[config.mk]
export PLATFORM = sky130hd
export DESIGN_NAME = ept_timer
export DESIGN_NICKNAME = d
export VERILOG_FILES = /design/src/shared/ept_pkg.sv /design/src/shared/ept_presc_if.sv /design/src/rtl/ept_prescaler.sv /design/src/rtl/ept_timer.sv
export SDC_FILE = /design/constraint.sdc
export NUM_CORES = 1
export LEC_CHECK = 0
export BUFFER_PORTS_ARGS = -buffer_cell sky130_fd_sc_hd__buf_2
export CAP_MARGIN = 20
export CORE_ASPECT_RATIO = 0.7
export CORE_MARGIN = 8
export CORE_UTILIZATION = 50
export DETAILED_ROUTE_END_ITERATION = 12
export HOLD_SLACK_MARGIN = 0.08
export PLACE_DENSITY_LB_ADDON = 0.15
export RECOVER_POWER = 50
export SLEW_MARGIN = 20
export SYNTH_ARGS = -nofsm -noshare
export SYNTH_HDL_FRONTEND = slang
export SYNTH_SLANG_ARGS = --single-unit
[constraint.sdc]
create_clock -name aclk -period 3.7 [get_ports aclk]
set_input_delay 0.555 -clock aclk [delete_from_list [all_inputs] [get_ports aclk]]
set_output_delay 0.555 -clock aclk [all_outputs]
set_load 0.02 [all_outputs]
[src/shared/ept_pkg.sv]
package ept_pkg;

    // Bus geometry
    localparam int ADDR_W = 12;
    localparam int DATA_W = 32;

    // Register indices; byte address is four times the index
    localparam logic [7:0] IDX_PRESCALER_COUNT = 8'hD2;
    localparam logic [7:0] IDX_TIMER_COUNT = 8'hD3;
    localparam logic [7:0] IDX_TIMER_STATUS_CONTROL = 8'hD4;
    localparam logic [11:0] ADDR_PRESCALER_COUNT = {2'b00, IDX_PRESCALER_COUNT, 2'b00};
    localparam logic [11:0] ADDR_TIMER_COUNT = {2'b00, IDX_TIMER_COUNT, 2'b00};
    localparam logic [11:0] ADDR_TIMER_STATUS_CONTROL = {2'b00, IDX_TIMER_STATUS_CONTROL, 2'b00};

    // Reset values
    localparam logic [6:0] PRESCALER_RESET = 7'h7F;
    localparam logic [7:0] TIMER_COUNT_RESET = 8'hFF;
    localparam logic [7:0] STATUS_CONTROL_RESET = 8'h00;
    localparam logic [7:0] TIMER_WRAP_VALUE = 8'hFF;
    localparam logic [7:0] TIMER_ZERO_VALUE = 8'h00;

    // Status and control field positions
    localparam int BIT_UNDERFLOW_FLAG = 7;
    localparam int BIT_UNDERFLOW_IRQ_ENABLE = 6;
    localparam int BIT_PIN_DIRECTION_SELECT = 5;
    localparam int BIT_OUTPUT_DATA = 4;
    localparam int BIT_PRESCALER_RUN = 3;
    localparam int BIT_DIVIDER_SELECT_HI = 2;
    localparam int BIT_DIVIDER_SELECT_LO = 0;
    localparam int PRESCALER_W = 7;

    // Bus responses
    localparam logic [1:0] RESP_OKAY = 2'b00;
    localparam logic [1:0] RESP_SLVERR = 2'b10;

    // Bus channel states, one-hot
    typedef enum logic [1:0] {
        EPT_WR_IDLE = 2'b01,
        EPT_WR_RESP = 2'b10
    } ept_wr_state_t;

    typedef enum logic [1:0] {
        EPT_RD_IDLE = 2'b01,
        EPT_RD_DATA = 2'b10
    } ept_rd_state_t;

endpackage : ept_pkg

[src/shared/ept_presc_if.sv]
`timescale 1ns/100ps
// Link between the register block and the prescaler
interface ept_presc_if;
    logic run;
    logic [2:0] divider_select;
    logic load;
    logic [6:0] load_value;
    logic [6:0] count;
    logic tick;

    modport ctrl (output run, output divider_select, output load, output load_value,
        input count, input tick);
    modport presc (input run, input divider_select, input load, input load_value,
        output count, output tick);
endinterface : ept_presc_if

[src/rtl/ept_prescaler.sv]
`timescale 1ns/100ps
module ept_prescaler (
    input wire logic aclk,
    input wire logic aresetn,
    ept_presc_if.presc pif
);

    logic [6:0] count;
    logic [6:0] period_mask;

    // Mask of the low bits that must be zero for one period of 2^select
    assign period_mask = 7'((8'h01 << pif.divider_select) - 8'h01);

    // Prescaler counter: held at its start value while stopped
    always_ff @(posedge aclk) begin
        if (!aresetn) begin
            count <= ept_pkg::PRESCALER_RESET;
        end else if (!pif.run) begin
            count <= ept_pkg::PRESCALER_RESET;
        end else if (pif.load) begin
            count <= pif.load_value;
        end else begin
            count <= count - 7'h01;
        end
    end

    // One tick at the end of each selected period
    assign pif.tick = pif.run && ((count & period_mask) == 7'h00);
    assign pif.count = count;

endmodule : ept_prescaler

[src/rtl/ept_timer.sv]
// Added by the designer: the AXI4-Lite register port.
`timescale 1ns/100ps
// Operation
// - Prescaler count register at index D2, read/write, resets to 7F.
// - Prescaler count holds seven bits; top bit always reads zero.
// - Timer count register at index D3, read/write, resets to FF.
// - Status and control register at index D4, read/write, resets to zero.
// - Underflow flag sets when timer count goes from 00 to FF.
// - Underflow flag stays set until software writes zero to it.
// - Interrupt request while enable bit and underflow flag are both one.
// - Direction bit zero makes the pin an input; one drives it push-pull.
// - Output mode drives data bit onto pin at underflow; input mode selects variant.
// - Run bit zero holds prescaler at 7F and stops all counting.
// - Run bit one lets the prescaler decrement every clock.
// - Divider select gives prescaler ratio of two to the field value.
// - In the wait state the timer keeps its clock and keeps counting.
// - An interrupt request ends the wait state.
// - Timer registers keep their contents across the wait state.
module ept_timer (
    input wire logic aclk,
    input wire logic aresetn,
    // Write address channel
    input wire logic [11:0] s_axi_awaddr,
    input wire logic [2:0] s_axi_awprot,
    input wire logic s_axi_awvalid,
    output logic s_axi_awready,
    // Write data channel
    input wire logic [31:0] s_axi_wdata,
    input wire logic [3:0] s_axi_wstrb,
    input wire logic s_axi_wvalid,
    output logic s_axi_wready,
    // Write response channel
    output logic [1:0] s_axi_bresp,
    output logic s_axi_bvalid,
    input wire logic s_axi_bready,
    // Read address channel
    input wire logic [11:0] s_axi_araddr,
    input wire logic [2:0] s_axi_arprot,
    input wire logic s_axi_arvalid,
    output logic s_axi_arready,
    // Read data channel
    output logic [31:0] s_axi_rdata,
    output logic [1:0] s_axi_rresp,
    output logic s_axi_rvalid,
    input wire logic s_axi_rready,
    // Timer pin, split into its three signals
    input wire logic timer_pin_in,
    output logic timer_pin_out,
    output logic timer_pin_oe,
    // Core power state and interrupt
    input wire logic core_wait_state,
    output logic timer_irq_req,
    output logic wait_wake_req
);

    // Prescaler sits behind a carrier interface
    ept_presc_if pif ();

    ept_prescaler u_prescaler (
        .aclk(aclk),
        .aresetn(aresetn),
        .pif(pif)
    );

    // Register state
    logic [7:0] timer_count;
    logic underflow_flag;
    logic underflow_irq_enable;
    logic pin_direction_select;
    logic output_data;
    logic prescaler_run;
    logic [2:0] divider_select;

    // Write channel state
    ept_pkg::ept_wr_state_t wr_state;
    logic aw_held;
    logic w_held;
    logic [11:0] wr_addr;
    logic [31:0] wr_data;
    logic [3:0] wr_strb;

    // Read channel state
    ept_pkg::ept_rd_state_t rd_state;

    // Decoded write strobes
    logic wr_fire;
    logic wr_lane0;
    logic wr_mapped;
    logic wr_presc;
    logic wr_timer;
    logic wr_ctrl;

    // Counting chain
    logic count_gate;
    logic timer_step;
    logic underflow_event;
    logic [7:0] next_timer_count;
    logic [7:0] status_control;
    logic [31:0] next_rdata;
    logic rd_mapped;

    // ------------------------------------------------------------------
    // Write address and data are taken independently, in either order
    // ------------------------------------------------------------------

    // Ready while nothing of that kind is held and no response is pending
    assign s_axi_awready = !aw_held && (wr_state == ept_pkg::EPT_WR_IDLE);
    assign s_axi_wready = !w_held && (wr_state == ept_pkg::EPT_WR_IDLE);

    // Latch the write address
    always_ff @(posedge aclk) begin
        if (!aresetn) begin
            aw_held <= 1'b0;
            wr_addr <= 12'h000;
        end else if (s_axi_awvalid && s_axi_awready) begin
            aw_held <= 1'b1;
            wr_addr <= s_axi_awaddr;
        end else if (wr_fire) begin
            aw_held <= 1'b0;
        end
    end

    // Latch the write data and strobes
    always_ff @(posedge aclk) begin
        if (!aresetn) begin
            w_held <= 1'b0;
            wr_data <= 32'h0000_0000;
            wr_strb <= 4'h0;
        end else if (s_axi_wvalid && s_axi_wready) begin
            w_held <= 1'b1;
            wr_data <= s_axi_wdata;
            wr_strb <= s_axi_wstrb;
        end else if (wr_fire) begin
            w_held <= 1'b0;
        end
    end

    // The register write happens once both halves are held
    assign wr_fire = aw_held && w_held && (wr_state == ept_pkg::EPT_WR_IDLE);
    assign wr_lane0 = wr_fire && wr_strb[0];
    assign wr_mapped = (wr_addr == ept_pkg::ADDR_PRESCALER_COUNT)
        || (wr_addr == ept_pkg::ADDR_TIMER_COUNT)
        || (wr_addr == ept_pkg::ADDR_TIMER_STATUS_CONTROL);

    // Per-register strobes; only byte lane 0 carries register bits
    assign wr_presc = wr_lane0 && (wr_addr == ept_pkg::ADDR_PRESCALER_COUNT);
    assign wr_timer = wr_lane0 && (wr_addr == ept_pkg::ADDR_TIMER_COUNT);
    assign wr_ctrl = wr_lane0 && (wr_addr == ept_pkg::ADDR_TIMER_STATUS_CONTROL);

    // Write response state and answer
    always_ff @(posedge aclk) begin
        if (!aresetn) begin
            wr_state <= ept_pkg::EPT_WR_IDLE;
            s_axi_bvalid <= 1'b0;
            s_axi_bresp <= ept_pkg::RESP_OKAY;
        end else begin
            case (wr_state)
                ept_pkg::EPT_WR_IDLE: begin
                    if (wr_fire) begin
                        wr_state <= ept_pkg::EPT_WR_RESP;
                        s_axi_bvalid <= 1'b1;
                        s_axi_bresp <= wr_mapped ? ept_pkg::RESP_OKAY : ept_pkg::RESP_SLVERR;
                    end
                end
                ept_pkg::EPT_WR_RESP: begin
                    if (s_axi_bready) begin
                        wr_state <= ept_pkg::EPT_WR_IDLE;
                        s_axi_bvalid <= 1'b0;
                    end
                end
                default: begin
                    wr_state <= ept_pkg::EPT_WR_IDLE;
                    s_axi_bvalid <= 1'b0;
                end
            endcase
        end
    end

    // ------------------------------------------------------------------
    // Read channel: one read at a time, data registered one cycle later
    // ------------------------------------------------------------------

    // Address accepted only while no read answer waits
    assign s_axi_arready = (rd_state == ept_pkg::EPT_RD_IDLE);

    // Assemble the status and control byte
    assign status_control = {underflow_flag, underflow_irq_enable, pin_direction_select,
        output_data, prescaler_run, divider_select};

    // Read multiplexer; upper bits of every register read as zero
    always_comb begin
        next_rdata = 32'h0000_0000;
        rd_mapped = 1'b1;
        case (s_axi_araddr)
            ept_pkg::ADDR_PRESCALER_COUNT: begin
                next_rdata = {25'h000_0000, pif.count};
            end
            ept_pkg::ADDR_TIMER_COUNT: begin
                next_rdata = {24'h00_0000, timer_count};
            end
            ept_pkg::ADDR_TIMER_STATUS_CONTROL: begin
                next_rdata = {24'h00_0000, status_control};
            end
            default: begin
                rd_mapped = 1'b0;
            end
        endcase
    end

    // Read answer
    // Unmapped reads answer zero with an error response
    always_ff @(posedge aclk) begin
        if (!aresetn) begin
            rd_state <= ept_pkg::EPT_RD_IDLE;
            s_axi_rvalid <= 1'b0;
            s_axi_rdata <= 32'h0000_0000;
            s_axi_rresp <= ept_pkg::RESP_OKAY;
        end else begin
            case (rd_state)
                ept_pkg::EPT_RD_IDLE: begin
                    if (s_axi_arvalid) begin
                        rd_state <= ept_pkg::EPT_RD_DATA;
                        s_axi_rvalid <= 1'b1;
                        s_axi_rdata <= next_rdata;
                        s_axi_rresp <= rd_mapped ? ept_pkg::RESP_OKAY : ept_pkg::RESP_SLVERR;
                    end
                end
                ept_pkg::EPT_RD_DATA: begin
                    if (s_axi_rready) begin
                        rd_state <= ept_pkg::EPT_RD_IDLE;
                        s_axi_rvalid <= 1'b0;
                    end
                end
                default: begin
                    rd_state <= ept_pkg::EPT_RD_IDLE;
                    s_axi_rvalid <= 1'b0;
                end
            endcase
        end
    end

    // ------------------------------------------------------------------
    // Control fields
    // ------------------------------------------------------------------

    // Control bits; the wait state does not touch them
    always_ff @(posedge aclk) begin
        if (!aresetn) begin
            underflow_irq_enable <=
                ept_pkg::STATUS_CONTROL_RESET[ept_pkg::BIT_UNDERFLOW_IRQ_ENABLE];
            pin_direction_select <=
                ept_pkg::STATUS_CONTROL_RESET[ept_pkg::BIT_PIN_DIRECTION_SELECT];
            output_data <= ept_pkg::STATUS_CONTROL_RESET[ept_pkg::BIT_OUTPUT_DATA];
            prescaler_run <= ept_pkg::STATUS_CONTROL_RESET[ept_pkg::BIT_PRESCALER_RUN];
            divider_select <= ept_pkg::STATUS_CONTROL_RESET[2:0];
        end else if (wr_ctrl) begin
            underflow_irq_enable <= wr_data[ept_pkg::BIT_UNDERFLOW_IRQ_ENABLE];
            pin_direction_select <= wr_data[ept_pkg::BIT_PIN_DIRECTION_SELECT];
            output_data <= wr_data[ept_pkg::BIT_OUTPUT_DATA];
            prescaler_run <= wr_data[ept_pkg::BIT_PRESCALER_RUN];
            divider_select <=
                wr_data[ept_pkg::BIT_DIVIDER_SELECT_HI:ept_pkg::BIT_DIVIDER_SELECT_LO];
        end
    end

    // Prescaler control over the carrier
    // A prescaler write only lands while running; stopped, it holds 7F
    assign pif.run = prescaler_run;
    assign pif.divider_select = divider_select;
    assign pif.load = wr_presc;
    assign pif.load_value = wr_data[6:0];

    // ------------------------------------------------------------------
    // Timer counter
    // ------------------------------------------------------------------

    // Input mode with data bit set: the pin gates counting
    // Output mode, or input mode with data bit clear, counts freely
    assign count_gate = pin_direction_select || !output_data || timer_pin_in;

    // One step per prescaler period while running; clock is never stopped
    assign timer_step = prescaler_run && pif.tick && count_gate;
    assign underflow_event = timer_step && (timer_count == ept_pkg::TIMER_ZERO_VALUE);

    // Next count: a software write wins, else decrement with wrap
    always_comb begin
        next_timer_count = timer_count;
        if (wr_timer) begin
            next_timer_count = wr_data[7:0];
        end else if (underflow_event) begin
            next_timer_count = ept_pkg::TIMER_WRAP_VALUE;
        end else if (timer_step) begin
            next_timer_count = timer_count - 8'h01;
        end
    end

    // Timer count register
    always_ff @(posedge aclk) begin
        if (!aresetn) begin
            timer_count <= ept_pkg::TIMER_COUNT_RESET;
        end else begin
            timer_count <= next_timer_count;
        end
    end

    // Underflow flag: set wins over a software clear in the same cycle
    // Writing one to the flag leaves it alone; software cannot set it
    always_ff @(posedge aclk) begin
        if (!aresetn) begin
            underflow_flag <= ept_pkg::STATUS_CONTROL_RESET[ept_pkg::BIT_UNDERFLOW_FLAG];
        end else if (underflow_event) begin
            underflow_flag <= 1'b1;
        end else if (wr_ctrl && !wr_data[ept_pkg::BIT_UNDERFLOW_FLAG]) begin
            underflow_flag <= 1'b0;
        end
    end

    // ------------------------------------------------------------------
    // Timer pin
    // ------------------------------------------------------------------

    // Output level takes the data bit at each underflow
    // Level holds between underflows; underflows update it in input mode too
    always_ff @(posedge aclk) begin
        if (!aresetn) begin
            timer_pin_out <= 1'b0;
        end else if (underflow_event) begin
            timer_pin_out <= output_data;
        end
    end

    // Push-pull drive only in output mode
    assign timer_pin_oe = pin_direction_select;

    // ------------------------------------------------------------------
    // Interrupt and wake
    // ------------------------------------------------------------------

    // Level request; stands until the flag or the enable is cleared
    assign timer_irq_req = underflow_irq_enable && underflow_flag;

    // Wake only while the core is halted; counting never depends on it
    assign wait_wake_req = core_wait_state && timer_irq_req;

endmodule : ept_timer

# --- Word-level counts from Yosys, hierarchy flattened ---
# Cells that the tools add are included.
totals:
  elab_cells: 102
  out_inout_bits: 45
  register_bits: 89
op_classes:
  mux: 25
  n_shift: 1
  bitwise: 1
  reduce_logical: 37
  add_sub_neg: 3
  n_eq_ne: 14
ops:
  columns: ["op", "count"]
  rows:
  - ["equality test 12 x 10 -> 1 bit, second input constant", 6]
  - ["two-way mux 8 bit", 3]
  - ["case mux 8 bit (3 select lines)", 1]
  - ["logical AND 1 bit", 17]
  - ["subtractor 7 x 1 -> 7 bit, second input constant", 2]
  - ["two-way mux 2 bit", 6]
  - ["two-way mux 1 bit", 10]
  - ["AND reduction 2 bit", 5]
  - ["zero test 8 bit", 1]
  - ["inequality test 2 bit, second input constant", 4]
  - ["case mux 2 bit (2 select lines)", 2]
  - ["subtractor 8 x 1 -> 8 bit, second input constant", 1]
  - ["bitwise AND 7 bit", 1]
  - ["zero test 7 bit", 1]
  - ["two-way mux 7 bit", 1]
  - ["<< shifter 1 x 3 -> 7 bit, first input constant", 1]
  - ["nonzero test 2 bit", 3]
  - ["equality test 2 x 1 -> 1 bit, second input constant", 2]
  - ["equality test 2 bit, second input constant", 2]
  - ["zero test 1 bit", 4]
  - ["logical OR 1 bit", 4]
  - ["case mux 1 bit (2 select lines)", 2]
  - ["nonzero test 3 bit", 1]
  - ["OR reduction 3 bit", 1]

# --- Depth between registers and ports, before layout ---
# Gate-level depths: netlist of the first run.
logic_depth:
  ltp_word: 10
  depth_mapped: 7
  ltp_nobuf: 6

# --- By module ---
# A second synthesis of the first run with hierarchy kept.
hier_totals:
  hier_cells: 369
  hier_area_um2: 3059.2
modules_own_cells:
  columns: ["module", "cells_each", "instances", "area_per_inst_um2", "seq_area_each_um2"]
  rows:
  - ["ept_timer", 322, 1, 2678.8, 1081.0]
  - ["ept_prescaler", 47, 1, 380.4, 140.1]

# --- Least setup slack after synthesis of the first run ---
# No wires, ideal clock.
synth_path:
  path_type: "reg-to-reg"
  from: "register pin_direction_select (netlist: timer_pin_oe)"
  to: "register timer_count[1]"
  t_required_ns: 3.621
  slack_ns: 1.932
  setup_time_ns: 0.079
  path_stages_with_launch: 6
  period_less_slack_ns: 1.768
  arrival_ns: 1.689
  path_cell_list: "dfxtp_1 -> nand2b_1 -> o221ai_1 -> nor3_2 -> mux2_1 -> o211ai_1"
synth_via:
  elab_chain_len: 6
synth_rtl:
  columns: ["element", "line_no", "text"]
  rows:
  - ["start: declaration", "ept_timer.sv:69", "logic pin_direction_select;"]
  - ["start signal: assignment", "ept_timer.sv:251", "pin_direction_select <="]
  - ["start signal: assignment", "ept_timer.sv:258", "pin_direction_select <= wr_data[ept_pkg::BIT_PIN_DIRECTION_SELECT];"]
  - ["logical OR 1 bit (*) (2 in a row)", "ept_timer.sv:279", "assign count_gate = pin_direction_select || !output_data || timer_pin_in;"]
  - ["logical AND 1 bit (*)", "ept_timer.sv:282", "assign timer_step = prescaler_run && pif.tick && count_gate;"]
  - ["logical AND 1 bit", "ept_timer.sv:283", "assign underflow_event = timer_step && (timer_count == ept_pkg::TIMER_ZERO_VALUE);"]
  - ["two-way mux 8 bit", "ept_timer.sv:290", "end else if (underflow_event) begin"]
  - ["two-way mux 8 bit", "ept_timer.sv:288", "if (wr_timer) begin"]
  - ["end signal: assignment", "ept_timer.sv:300", "timer_count <= ept_pkg::TIMER_COUNT_RESET;"]
  - ["end signal: assignment", "ept_timer.sv:302", "timer_count <= next_timer_count;"]
  - ["end: declaration", "ept_timer.sv:66", "logic [7:0] timer_count;"]
# Mark *: on every way between the ends. The rest lies on a longest branch, timed or not.
# A chain may end at the register's enable or synchronous reset.

# --- Worst setup path after layout of the first run ---
layout_path:
  from: "input aresetn"
  to: "register wr_state[0]"
layout_rtl:
  columns: ["element", "line_no", "text"]
  rows:
  - ["start: declaration", "ept_timer.sv:21", "input wire logic aresetn,"]
  - ["end signal: assignment", "ept_timer.sv:153", "wr_state <= ept_pkg::EPT_WR_IDLE;"]
  - ["end signal: assignment", "ept_timer.sv:160", "wr_state <= ept_pkg::EPT_WR_RESP;"]
  - ["end signal: assignment", "ept_timer.sv:167", "wr_state <= ept_pkg::EPT_WR_IDLE;"]
  - ["end: declaration", "ept_timer.sv:75", "ept_pkg::ept_wr_state_t wr_state;"]
# No word-level cell between the ends.

==> results of run 1 <==
-- tightest hold or removal path, cell delays in order --
cell and delay (ps):
buf_2 90, nand2_1 40, a21oi_1 50
-- stage by stage --
stage | setup WS [ps] | hold WS, ps | cells | util [%] | area (um2)
floorplan | 1930 | 432 | 398 | - | 3160
global placement | 1670 | 440 | 495 | 54.3 | 3310
detailed placement | 1660 | 442 | 495 | 54.3 | 3310
CTS | 1750 | 437 | 509 | 56.7 | 3460
global route | 1040 | 447 | 509 | 56.3 | 3430
finish | 1290 | 450 | 509 | 56.3 | 3430
-- placed cells by master, fill, tap and decap left out, types with 3 or more instances in the layout --
cell type	n
nor2_1	37
or3_1	3
nand3_1	3
inv_1	11
nor3_1	7
o21ai_1	10
nand2_1	60
xnor2_1	3
and2_1	4
o21ai_0	15
conb_1	26
mux2i_1	10
nor4_1	5
a311oi_1	3
clkinv_2	3
buf_2	45
a21oi_1	31
clkbuf_8	9
dfxtp_1	61
clkbuf_1	18
mux2_2	5
nand2b_1	7
a221oi_1	7
-- power groups by stage --
stage	Sequential (uW)	Clock, uW	Combinational [uW]
after floorplan	732	0	130
after global placement	728	0	170
after detailed placement	728	0	173
after CTS	714	486	173
after global routing	719	513	189
final	715	475	170
-- per-layer routing --
metal	track usage (%)	vias up
met4	4.83	0
li1	-	1362
met3	5.49	10
met1	24.8	1248
met5	0	-
met2	24.3	78
-- area by class of cell --
type                    count  area (um2)
flip-flops and latches     61        1220
fillers                   589        2660
clock inverters             3        15.0
clock buffers              11         131
repair buffers             61         285
multi-input cells         284        1640
well taps                  78        97.6
inverters                  11        41.3
-- final timing paths --
path	slack (ps)	endpoint	cells past startpoint	from
max	1290	wr_state[0]	5	aresetn
min	450	wr_data[1]	3	s_axi_wdata[1]
max reg2reg	1680	timer_count[0]	4	wr_addr[8]
min reg2reg	450	wr_addr[6]	2	wr_addr[6]
-- kinds of logic after synthesis --
logic type,after synthesis,share of synthesized area (%)
buf+inv,53,9.82
flops,61,39.8
xor+xnor,5,1.43
fa+ha+maj,2,0.815
compound gates,83,16.7
mux,16,5.46
simple gates,152,25.8
other cells,1,0.122
-- sequential cells by signal, indices dropped and copies added (netlist names), 3 cells and up --
signal                 cells
timer_count                8
wr_data                    8
s_axi_rdata                8
wr_addr                   12
divider_select             3
u_prescaler.pif.count      7
==> metrics, run 1 <==
run status=finished clean; first-pass GRT wire length=between 10000 and 15000 um; routed metal-1 wirelength=between 3000 and 4000 um; Worst Max-Slew Pin Slew=1070 ps; dominant synthesized flop cell=dfxtp_1; Vias=about 2700; Synth cell types=between 50 and 60; power after layout=around 1400 uW; cell with the most instances after synthesis=dfxtp_1; critical path's top delay family=buffers and inverters; number of clock sinks=61; instance count of the mapped netlist=roughly 370; category of the worst setup path launch point=input pin; via-per-instance ratio=between 5 and 6; number of failing setup endpoints in the final timing report=0; Antenna Violating Nets Remaining=0; fin crit share=roughly 65%; share of synthesized area occupied by flip-flops and latches=about two fifths; sequential fraction of design power=a little over half; Worst-path clk slew=around 60 ps; post-synthesis cell area=3070 um2; data arrival time of the critical path=between 2000 and 3000 ps; Detailed Routing Iterations Pass 1=4; FFs w/ async S/R, synth=0%; yosys warns=0; final critical delay including setup and external delays=roughly 2400 ps; number of design-rule violations left by the first detailed-router iteration=around 170; Buf/Inv on CP=4; diodes inserted=0; combinational share of power=roughly 13%; CTS tree=done; total of cells resized after clock tree synthesis=0; share of layout cells above drive strength 1=between 10% and 20%; fmax=approximately 0.41 GHz; Setup TNS=0 ps; power per unit of standard cell area=396 nW/um2; Net Sw Power=around 380 uW; clock latency at the later pin of the worst-skew pair=340 ps; Worst slew margin=28.4%; wire length per cell after detailed routing=15.2 um; maximum number of pins on one net before global-route repair=26; type of the worst min-delay path=in -> reg; list of cells traversed by the critical path=clkbuf_1 -> inv_1 -> clkbuf_1 -> nor2_1 -> inv_1; Synth area leader=dfxtp_1; unrepaired setup endpoints after global routing=no; remaining global-route overflow=0; total routing resource utilization after global routing=about 17%; overall die area=roughly 8900 um2; max_cap viols=0; P&R area growth vs syn=11.8%; post-detail-place hpwl=between 5000 and 6000 um; met3 wirelength from detailed routing=580 um; FF+latch count, synth=between 60 and 70; critical-path cell with the highest stage delay=clkbuf_1; EDFF count, synth=0; required arrival time at the worst endpoint=3930 ps; total number of placement rows=24; CTS root buf=clkbuf_8; number of max-slew violations in the final report=0; cell internal power dissipation=~980 uW; switching share of power=between 20 and 30%; quantity of hold-fixing buffers added after cts=0; H-tree lvl count=3; Setup Skew=~6.6 ps; Max VDD drop=~250 uV; most used standard cells in the synthesized netlist=dfxtp_1 (61), nand2_1 (60), nor2_1 (37); CP endpoint kind=flop; weighted congestion at the end of routability-driven global placement=about 0.9; proportion of netlist area held by the largest area contributor=39.8%; Layout Nets=505; Starting Density=between 50% and 60%; floorplan die height=approximately 80 um; total wirelength of the detailed-routed design=around 7700 um; clock group share of total power=between 30% and 40%; width of the chip=about 110 um; number of global-route vias before repair=around 2400; Crit Path Class=in -> reg; boundary pin count=120; total CTS buffers=9; count of input and output buffers=60; uppermost routed layer=met4; Lkg Pwr=roughly 0.0014 uW; hold violation count in the final report=0; number of antenna violations at the first check in global routing=0; Max FO, Critical Path=25; syn_area_per_cell=approximately 8.2 um2; number of post-CTS setup repair buffers=0; number of design rule violations left after detail routing=0; critical path's largest stage delay=approximately 700 ps; area of the core=around 6100 um2; largest cells by area after synthesis=dfxtp_1 (40%), nand2_1 (7.3%), buf_4 (6.4%); buffer levels on the longest clock path=2; routed length on met2=between 3000 and 4000 um
Note: power is estimated with default switching activity, not from simulation.
==> run 2, diff against run 1 <==
--- a/config.mk
+++ b/config.mk
@@ -5,11 +5,12 @@
 export SDC_FILE = /design/constraint.sdc
 export NUM_CORES = 1
 export LEC_CHECK = 0
+export ABC_AREA = 1
 export BUFFER_PORTS_ARGS = -buffer_cell sky130_fd_sc_hd__buf_2
 export CAP_MARGIN = 20
 export CORE_ASPECT_RATIO = 0.7
 export CORE_MARGIN = 8
-export CORE_UTILIZATION = 50
+export CORE_UTILIZATION = 45
 export DETAILED_ROUTE_END_ITERATION = 12
 export HOLD_SLACK_MARGIN = 0.08
 export PLACE_DENSITY_LB_ADDON = 0.15
==> constraint.sdc (replaced) <==
create_clock -name aclk -period 2.05 [get_ports aclk]
set_input_delay 0.3075 -clock aclk [delete_from_list [all_inputs] [get_ports aclk]]
set_output_delay 0.3075 -clock aclk [all_outputs]
set_load 0.02 [all_outputs]
==> run 2 against run 1 <==
Die area grew 15%. Synthesized area rose by 6.0%. Synthesized cell count rose by 31%. Cell count increased by 28%. Clock skew fell by 1.3 ps. Critical path type is now reg -> reg.
==> metrics, run 2 <==
most used standard cells in the synthesized netlist=nand2_1 (90), nand3_1 (63), inv_1 (62); number of inserted filler cells in the final layout=749 (+27%); Synth area leader=dfxtp_1; total wirelength of the detailed-routed design=8290 um (+7.5%); category of the worst setup path launch point=flop; unrepaired setup endpoints after global routing=no; data arrival time of the critical path=1920 ps (-720 ps); total area of sequential cells=1220 um2 (unchanged); Worst slew margin=41.6% (+13 points); Worst R2R Start=u_prescaler.pif.count[4]; Max VDD drop=391 uV (+59%); number of clock sinks=61 (unchanged); floorplan die height=87.2 um (+6.9%); fin crit share=between 80 and 90%; Worst-path clk slew=70 ps (about the same); Max FO, Critical Path=11 (-56%); CTS tree=done; quantity of hold-fixing buffers added after cts=0 (unchanged); buffer levels on the longest clock path=2 (unchanged); total routing resource utilization after global routing=16.6% (-0.71 points); Setup Skew=5.38 ps (-1.26 ps); syn_area_per_cell=6.66 um2 (-19%); type of the worst min-delay path=in -> reg; FF+latch count, synth=61 (unchanged); FFs w/ async S/R, synth=0% (unchanged); sequential fraction of design power=46.6% (-6.0 points); remaining global-route overflow=0 (unchanged); diodes inserted=0 (unchanged); number of post-CTS setup repair buffers=0 (unchanged); maximum number of pins on one net before global-route repair=25 (-3.8%); total number of placement rows=26 (+8.3%); number of design-rule violations left by the first detailed-router iteration=233 (+40%); wire length per cell after detailed routing=12.8 um (-16%); area of placed instances=3510 um2 (+5.9%); Vias=3141 (+16%); slack of the worst reg-to-reg path=360 ps (-1320 ps); count of input and output buffers=60 (unchanged); Layout Nets=623 (+23%); CTS root buf=clkbuf_8; cell internal power dissipation=2010 uW (+110%); post-detail-place hpwl=6460 um (+10%); share of synthesized area occupied by flip-flops and latches=37.5% (-2.3 points); Lkg Pwr=0.00172 uW (+23%); Synth cell types=28 (-53%); Setup TNS=0 ps (unchanged); xor/xnor share of the synthesized area=2.15% (+0.73 points); Largest Register=wr_addr; number of antenna violations at the first check in global routing=0 (unchanged); run status=finished clean; final non-filler cell area=3700 um2 (+7.7%); required arrival time at the worst endpoint=2280 ps (-1650 ps); combinational family with the most area after synthesis=simple AND/OR/NAND/NOR gates; via-per-instance ratio=4.84 (-8.7%); cell depth of the worst min-delay path=3 (unchanged); clock group share of total power=42.7% (+7.8 points); yosys warns=0 (unchanged); P&R area growth vs syn=13.5%; combinational share of power=10.7% (-1.8 points); cell with the most instances after synthesis=nand2_1; total CTS buffers=9 (unchanged); number of global-route vias before repair=2965 (+22%); weighted congestion at the end of routability-driven global placement=0.877 (about the same); switching share of power=26.7% (-1.6 points); dominant synthesized flop cell=dfxtp_1; commonest cells after routing, fill and taps aside=nand2_1 (90), nand3_1 (63), inv_1 (62), dfxtp_1 (61), nor2_1 (57); clock latency at the later pin of the worst-skew pair=340 ps (about the same); final critical delay including setup and external delays=roughly 1700 ps; first-pass GRT wire length=14000 um (+16%); CP endpoint kind=flop; proportion of netlist area held by the largest area contributor=37.5% (-2.3 points); Synth Area in Compound Gates=13.3% (-3.4 points); width of the chip=118 um (+7.3%); mux contribution to synthesized area=0% (-5.5 points); post-synthesis cell area=3260 um2 (+6.0%); max_cap viols=0 (unchanged); overall die area=10300 um2 (+15%); area share of and/or/nand/nor cells after synthesis=30.2% (+4.4 points); Final Hold Slack=218 ps (-232 ps); hold violation count in the final report=0 (unchanged); Starting Density=45.5% (-4.9 points); number of max-slew violations in the final report=0 (unchanged); Net Sw Power=731 uW (+90%); Crit Reg-Reg Endpoint=timer_count[5]; Antenna Violating Nets Remaining=0 (unchanged); critical hold path startpoint=s_axi_rready; power per unit of standard cell area=740 nW/um2 (+87%); leading cell type in the layout, fill and taps excluded=nand2_1; Worst Max-Slew Pin Slew=873 ps (-201 ps); instance count of the mapped netlist=489 (+31%); fmax=between 0.5 and 0.6 GHz; H-tree lvl count=3 (unchanged); cell count of the worst reg-to-reg path=9 (+5); Crit Path Class=reg -> reg; number of failing setup endpoints in the final timing report=0 (unchanged); EDFF count, synth=0 (unchanged); Detailed Routing Iterations Pass 1=4 (unchanged); total of cells resized after clock tree synthesis=0 (unchanged); area of the core=7160 um2 (+17%); Multi-input gate area=1610 um2 (-2.1%); boundary pin count=120 (unchanged); arithmetic-cell share of the synthesized area counting full adders, half adders and majority gates=0.769% (-0.046 points); number of design rule violations left after detail routing=0 (unchanged); Worst Hold Endpoint=rd_state[0]; largest cells by area after synthesis=dfxtp_1 (38%), nand2_1 (10%), nand3_1 (9.7%); share of layout cells above drive strength 1=12.0% (-5.0 points); max FFs per register=12 (unchanged)
[run 2: how the worst max path moves through the flow]
stage                                        start        endpoint  cells after the start
final                     u_prescaler.pif.count[4]  timer_count[5]                      9
after global routing      u_prescaler.pif.count[4]  timer_count[5]                      9
after CTS                 u_prescaler.pif.count[4]  timer_count[5]                      9
after detailed placement  u_prescaler.pif.count[4]  timer_count[5]                      9
after global placement    u_prescaler.pif.count[4]  timer_count[5]                      9
after floorplan                       s_axi_bvalid      wr_data[1]                      7
[run 2: routing by layer]
layer  GRT usage (%)  up-vias  wire (um)
met5               0        -          0
met4            4.05        0         61
met3            5.51        7        573
met2            24.6       88       3440
met1            22.7     1409       4220
li1                -     1637          -
[run 2: layout make-up]
cell class              instances  share of cell area (%)
repair buffers                 61                    7.72
inverters                      65                    6.60
flip-flops and latches         61                    33.0
clock buffers                  10                    3.45
well taps                      98                    3.32
clock inverters                 6                    2.37
multi-input cells             348                    43.5
[run 2: power groups by stage]
stage	logic, uW	clock network (uW)	registers [uW]
finish	293	1170	1270
global placement	287	0	1300
CTS	294	1200	1270
global route	335	1250	1280
detailed placement	293	0	1300
floorplan	239	0	1290
[run 2: cells by family after synthesis]
group                      after synthesis
and+or+nand+nor                        227
buffers and inverters                  105
AOI/OAI and AO/OA                       85
adders and majority gates                2
other                                    1
xor gates and xnor gates                 8
DFF                                     61
[run 2: worst max-delay path, cell delays in order (launching register included)]
cell	delay, ps
dfxtp_1	410
inv_1	90
nand2_1	100
nand2_1	60
nand3_1	80
nand2_1	90
nand2_1	310
nand2_1	230
nand3_1	150
nand2_1	50
[run 2: through the flow]
stage / setup WS (ps) / cells / total power (uW) / util, %
2_1_floorplan: 469 / 514 / 1530 / -
3_3_place_gp: 407 / 633 / 1590 / 49.0
3_5_place_dp: 403 / 633 / 1590 / 49.0
4_1_cts: 381 / 649 / 2760 / 52.0
5_1_grt: 171 / 649 / 2860 / 51.6
6_report: 361 / 649 / 2740 / 51.6
==> run 3, diff against run 2 <==
==> constraint.sdc (replaced) <==
create_clock -name aclk -period 1.4 [get_ports aclk]
set_input_delay 0.21 -clock aclk [delete_from_list [all_inputs] [get_ports aclk]]
set_output_delay 0.21 -clock aclk [all_outputs]
set_load 0.02 [all_outputs]
==> run 3 against run 2 <==
Cell area grew 19%. Worst setup slack lost 350 ps. Sequential share of layout area shrank 5.2 points. Die area is the same. Via count grew 8.9%. Register-to-register slack lost 350 ps. Clock skew grew 2.2 ps. Hold slack lost 110 ps.
==> metrics, run 3 (synthesis results as in run 2) <==
run status=finished clean; total CTS buffers=9 (unchanged); number of design rule violations left after detail routing=0 (unchanged); number of design-rule violations left by the first detailed-router iteration=277 (+19%); total area of sequential cells=1230 um2 (+0.72%); quantity of hold-fixing buffers added after cts=0 (unchanged); count of input and output buffers=60 (unchanged); area of the core=7160 um2 (unchanged); width of the chip=118 um (unchanged); total wirelength of the detailed-routed design=9280 um (+12%); via-per-instance ratio=4.82 (-0.50%); CTS tree=done; Antenna Violating Nets Remaining=0 (unchanged); Setup Skew=7.57 ps (+2.19 ps); critical hold path startpoint=s_axi_rready; type of the worst min-delay path=in -> reg; Worst R2R Start=wr_addr[1]; Crit Path Class=reg -> reg; data arrival time of the critical path=1620 ps (-300 ps); Detailed Routing Iterations Pass 1=5 (+1); floorplan die height=87.2 um (unchanged); post-detail-place hpwl=7100 um (+9.9%); area of placed instances=3970 um2 (+13%); required arrival time at the worst endpoint=1640 ps (-640 ps); weighted congestion at the end of routability-driven global placement=0.872 (-0.65%); final critical delay including setup and external delays=1390 ps (-304 ps); first-pass GRT wire length=14800 um (+5.8%); Layout Nets=684 (+9.8%); Multi-input gate area=1760 um2 (+9.2%); power after layout=4190 uW (+53%); Worst-path clk slew=80 ps (about the same); final non-filler cell area=4410 um2 (+19%); unrepaired setup endpoints after global routing=yes; number of clock sinks=61 (unchanged); number of antenna violations at the first check in global routing=0 (unchanged); Lkg Pwr=0.00207 uW (+21%); Max VDD drop=583 uV (+49%); Max FO, Critical Path=5 (-6); fin crit share=99.0% (+17 points); wire length per cell after detailed routing=13.1 um (+2.3%); boundary pin count=120 (unchanged); fmax=0.722 GHz (+22%); Final Hold Slack=109 ps (-109 ps); remaining global-route overflow=0 (unchanged); hold violation count in the final report=0 (unchanged); max FFs per register=12 (unchanged); Crit Reg-Reg Endpoint=timer_count[3]; number of global-route vias before repair=3119 (+5.2%); Vias=3419 (+8.9%); number of inserted filler cells in the final layout=674 (-10%); final worst slack=14.3 ps (-346 ps); commonest cells after routing, fill and taps aside=nand2_1 (81), inv_1 (60), nand3_1 (56), dfxtp_1 (54), buf_4 (53); diodes inserted=0 (unchanged); share of layout cells above drive strength 1=28.4% (+16 points); category of the worst setup path launch point=flop; P&R area growth vs syn=35.6%; total routing resource utilization after global routing=17.5% (+0.93 points); slack of the worst reg-to-reg path=10 ps (-350 ps); leading cell type in the layout, fill and taps excluded=nand2_1; number of max-slew violations in the final report=0 (unchanged); Largest Register=wr_addr; power per unit of standard cell area=948 nW/um2 (+28%); Starting Density=45.5% (unchanged); total number of placement rows=26 (unchanged); clock latency at the later pin of the worst-skew pair=350 ps (about the same); Worst Setup Slack post-DPL=-93.8 ps (-497 ps); Final Util=61.7% (+10 points); number of failing setup endpoints in the final timing report=0 (unchanged); cell depth of the worst min-delay path=3 (unchanged); maximum number of pins on one net before global-route repair=25 (unchanged); CP endpoint kind=flop; H-tree lvl count=3 (unchanged); CTS root buf=clkbuf_8; max_cap viols=0 (unchanged); Worst Hold Endpoint=rd_state[0]; buffer levels on the longest clock path=2 (unchanged); overall die area=10300 um2 (unchanged); cell count of the worst reg-to-reg path=9 (unchanged)
run 3: routing by layer:
layer  routed length, um  global-route usage [%]  vias up
li1                    -                       -     1759
met1                4400                    24.2     1519
met2                4010                    26.0      133
met3                 817                    5.38        8
met4                  51                    4.17        0
met5                   0                       0        -
run 3: critical path, stage by stage (launching register included):
cell       delay, ps
dfxtp_1          310
inv_1             80
nand2_2           90
nor2_2           160
nand3_2          110
nor2_4           190
clkbuf_16        170
nand2_1           50
nand3_1           70
nand2_1           50
run 3: layout make-up:
cell class / count / share of cell area [%]
inverters: 65 / 5.64
well taps: 98 / 2.78
flip-flops and latches: 61 / 27.9
clock inverters: 7 / 2.21
repair buffers: 122 / 18.9
multi-input cells: 348 / 39.8
clock buffers: 9 / 2.81
run 3: worst max path at each step:
stage                             from                        to  slack (ps)  depth (start not counted)
final                       wr_addr[1]            timer_count[3]          10                          9
after CTS                   wr_addr[1]            timer_count[4]           2                          9
after global routing            w_held            timer_count[3]         -70                          8
after global placement      wr_addr[8]  u_prescaler.pif.count[5]         -40                          9
after floorplan           s_axi_bvalid                wr_addr[1]         -70                          7
after detailed placement    wr_addr[8]  u_prescaler.pif.count[4]         -90                          9
run 3: what timing repair did:
item | CTS | global route
gates cloned | 0 | 1
setup buffers | 0 | 4
resized for setup | 15 | 47
pin swaps | 1 | 7
endpoints found under the setup margin | 19 | 35
run 3: stage by stage:
stage	std cells	setup TNS, ps
CTS	705	0
floorplan	514	-795
global route	710	-919
detailed placement	689	-625
finish	710	0
global placement	689	-370
run 3: where the power goes:
| part | internal (uW) | switching, uW | total (uW) | leakage [uW] |
|---|---|---|---|---|
| logic | 193 | 340 | 533 | 0.00147 |
| clock network | 1010 | 774 | 1790 | 0.000106 |
| registers | 1810 | 56.6 | 1870 | 0.000499 |
| total | 3010 | 1170 | 4190 | 0.00207 |
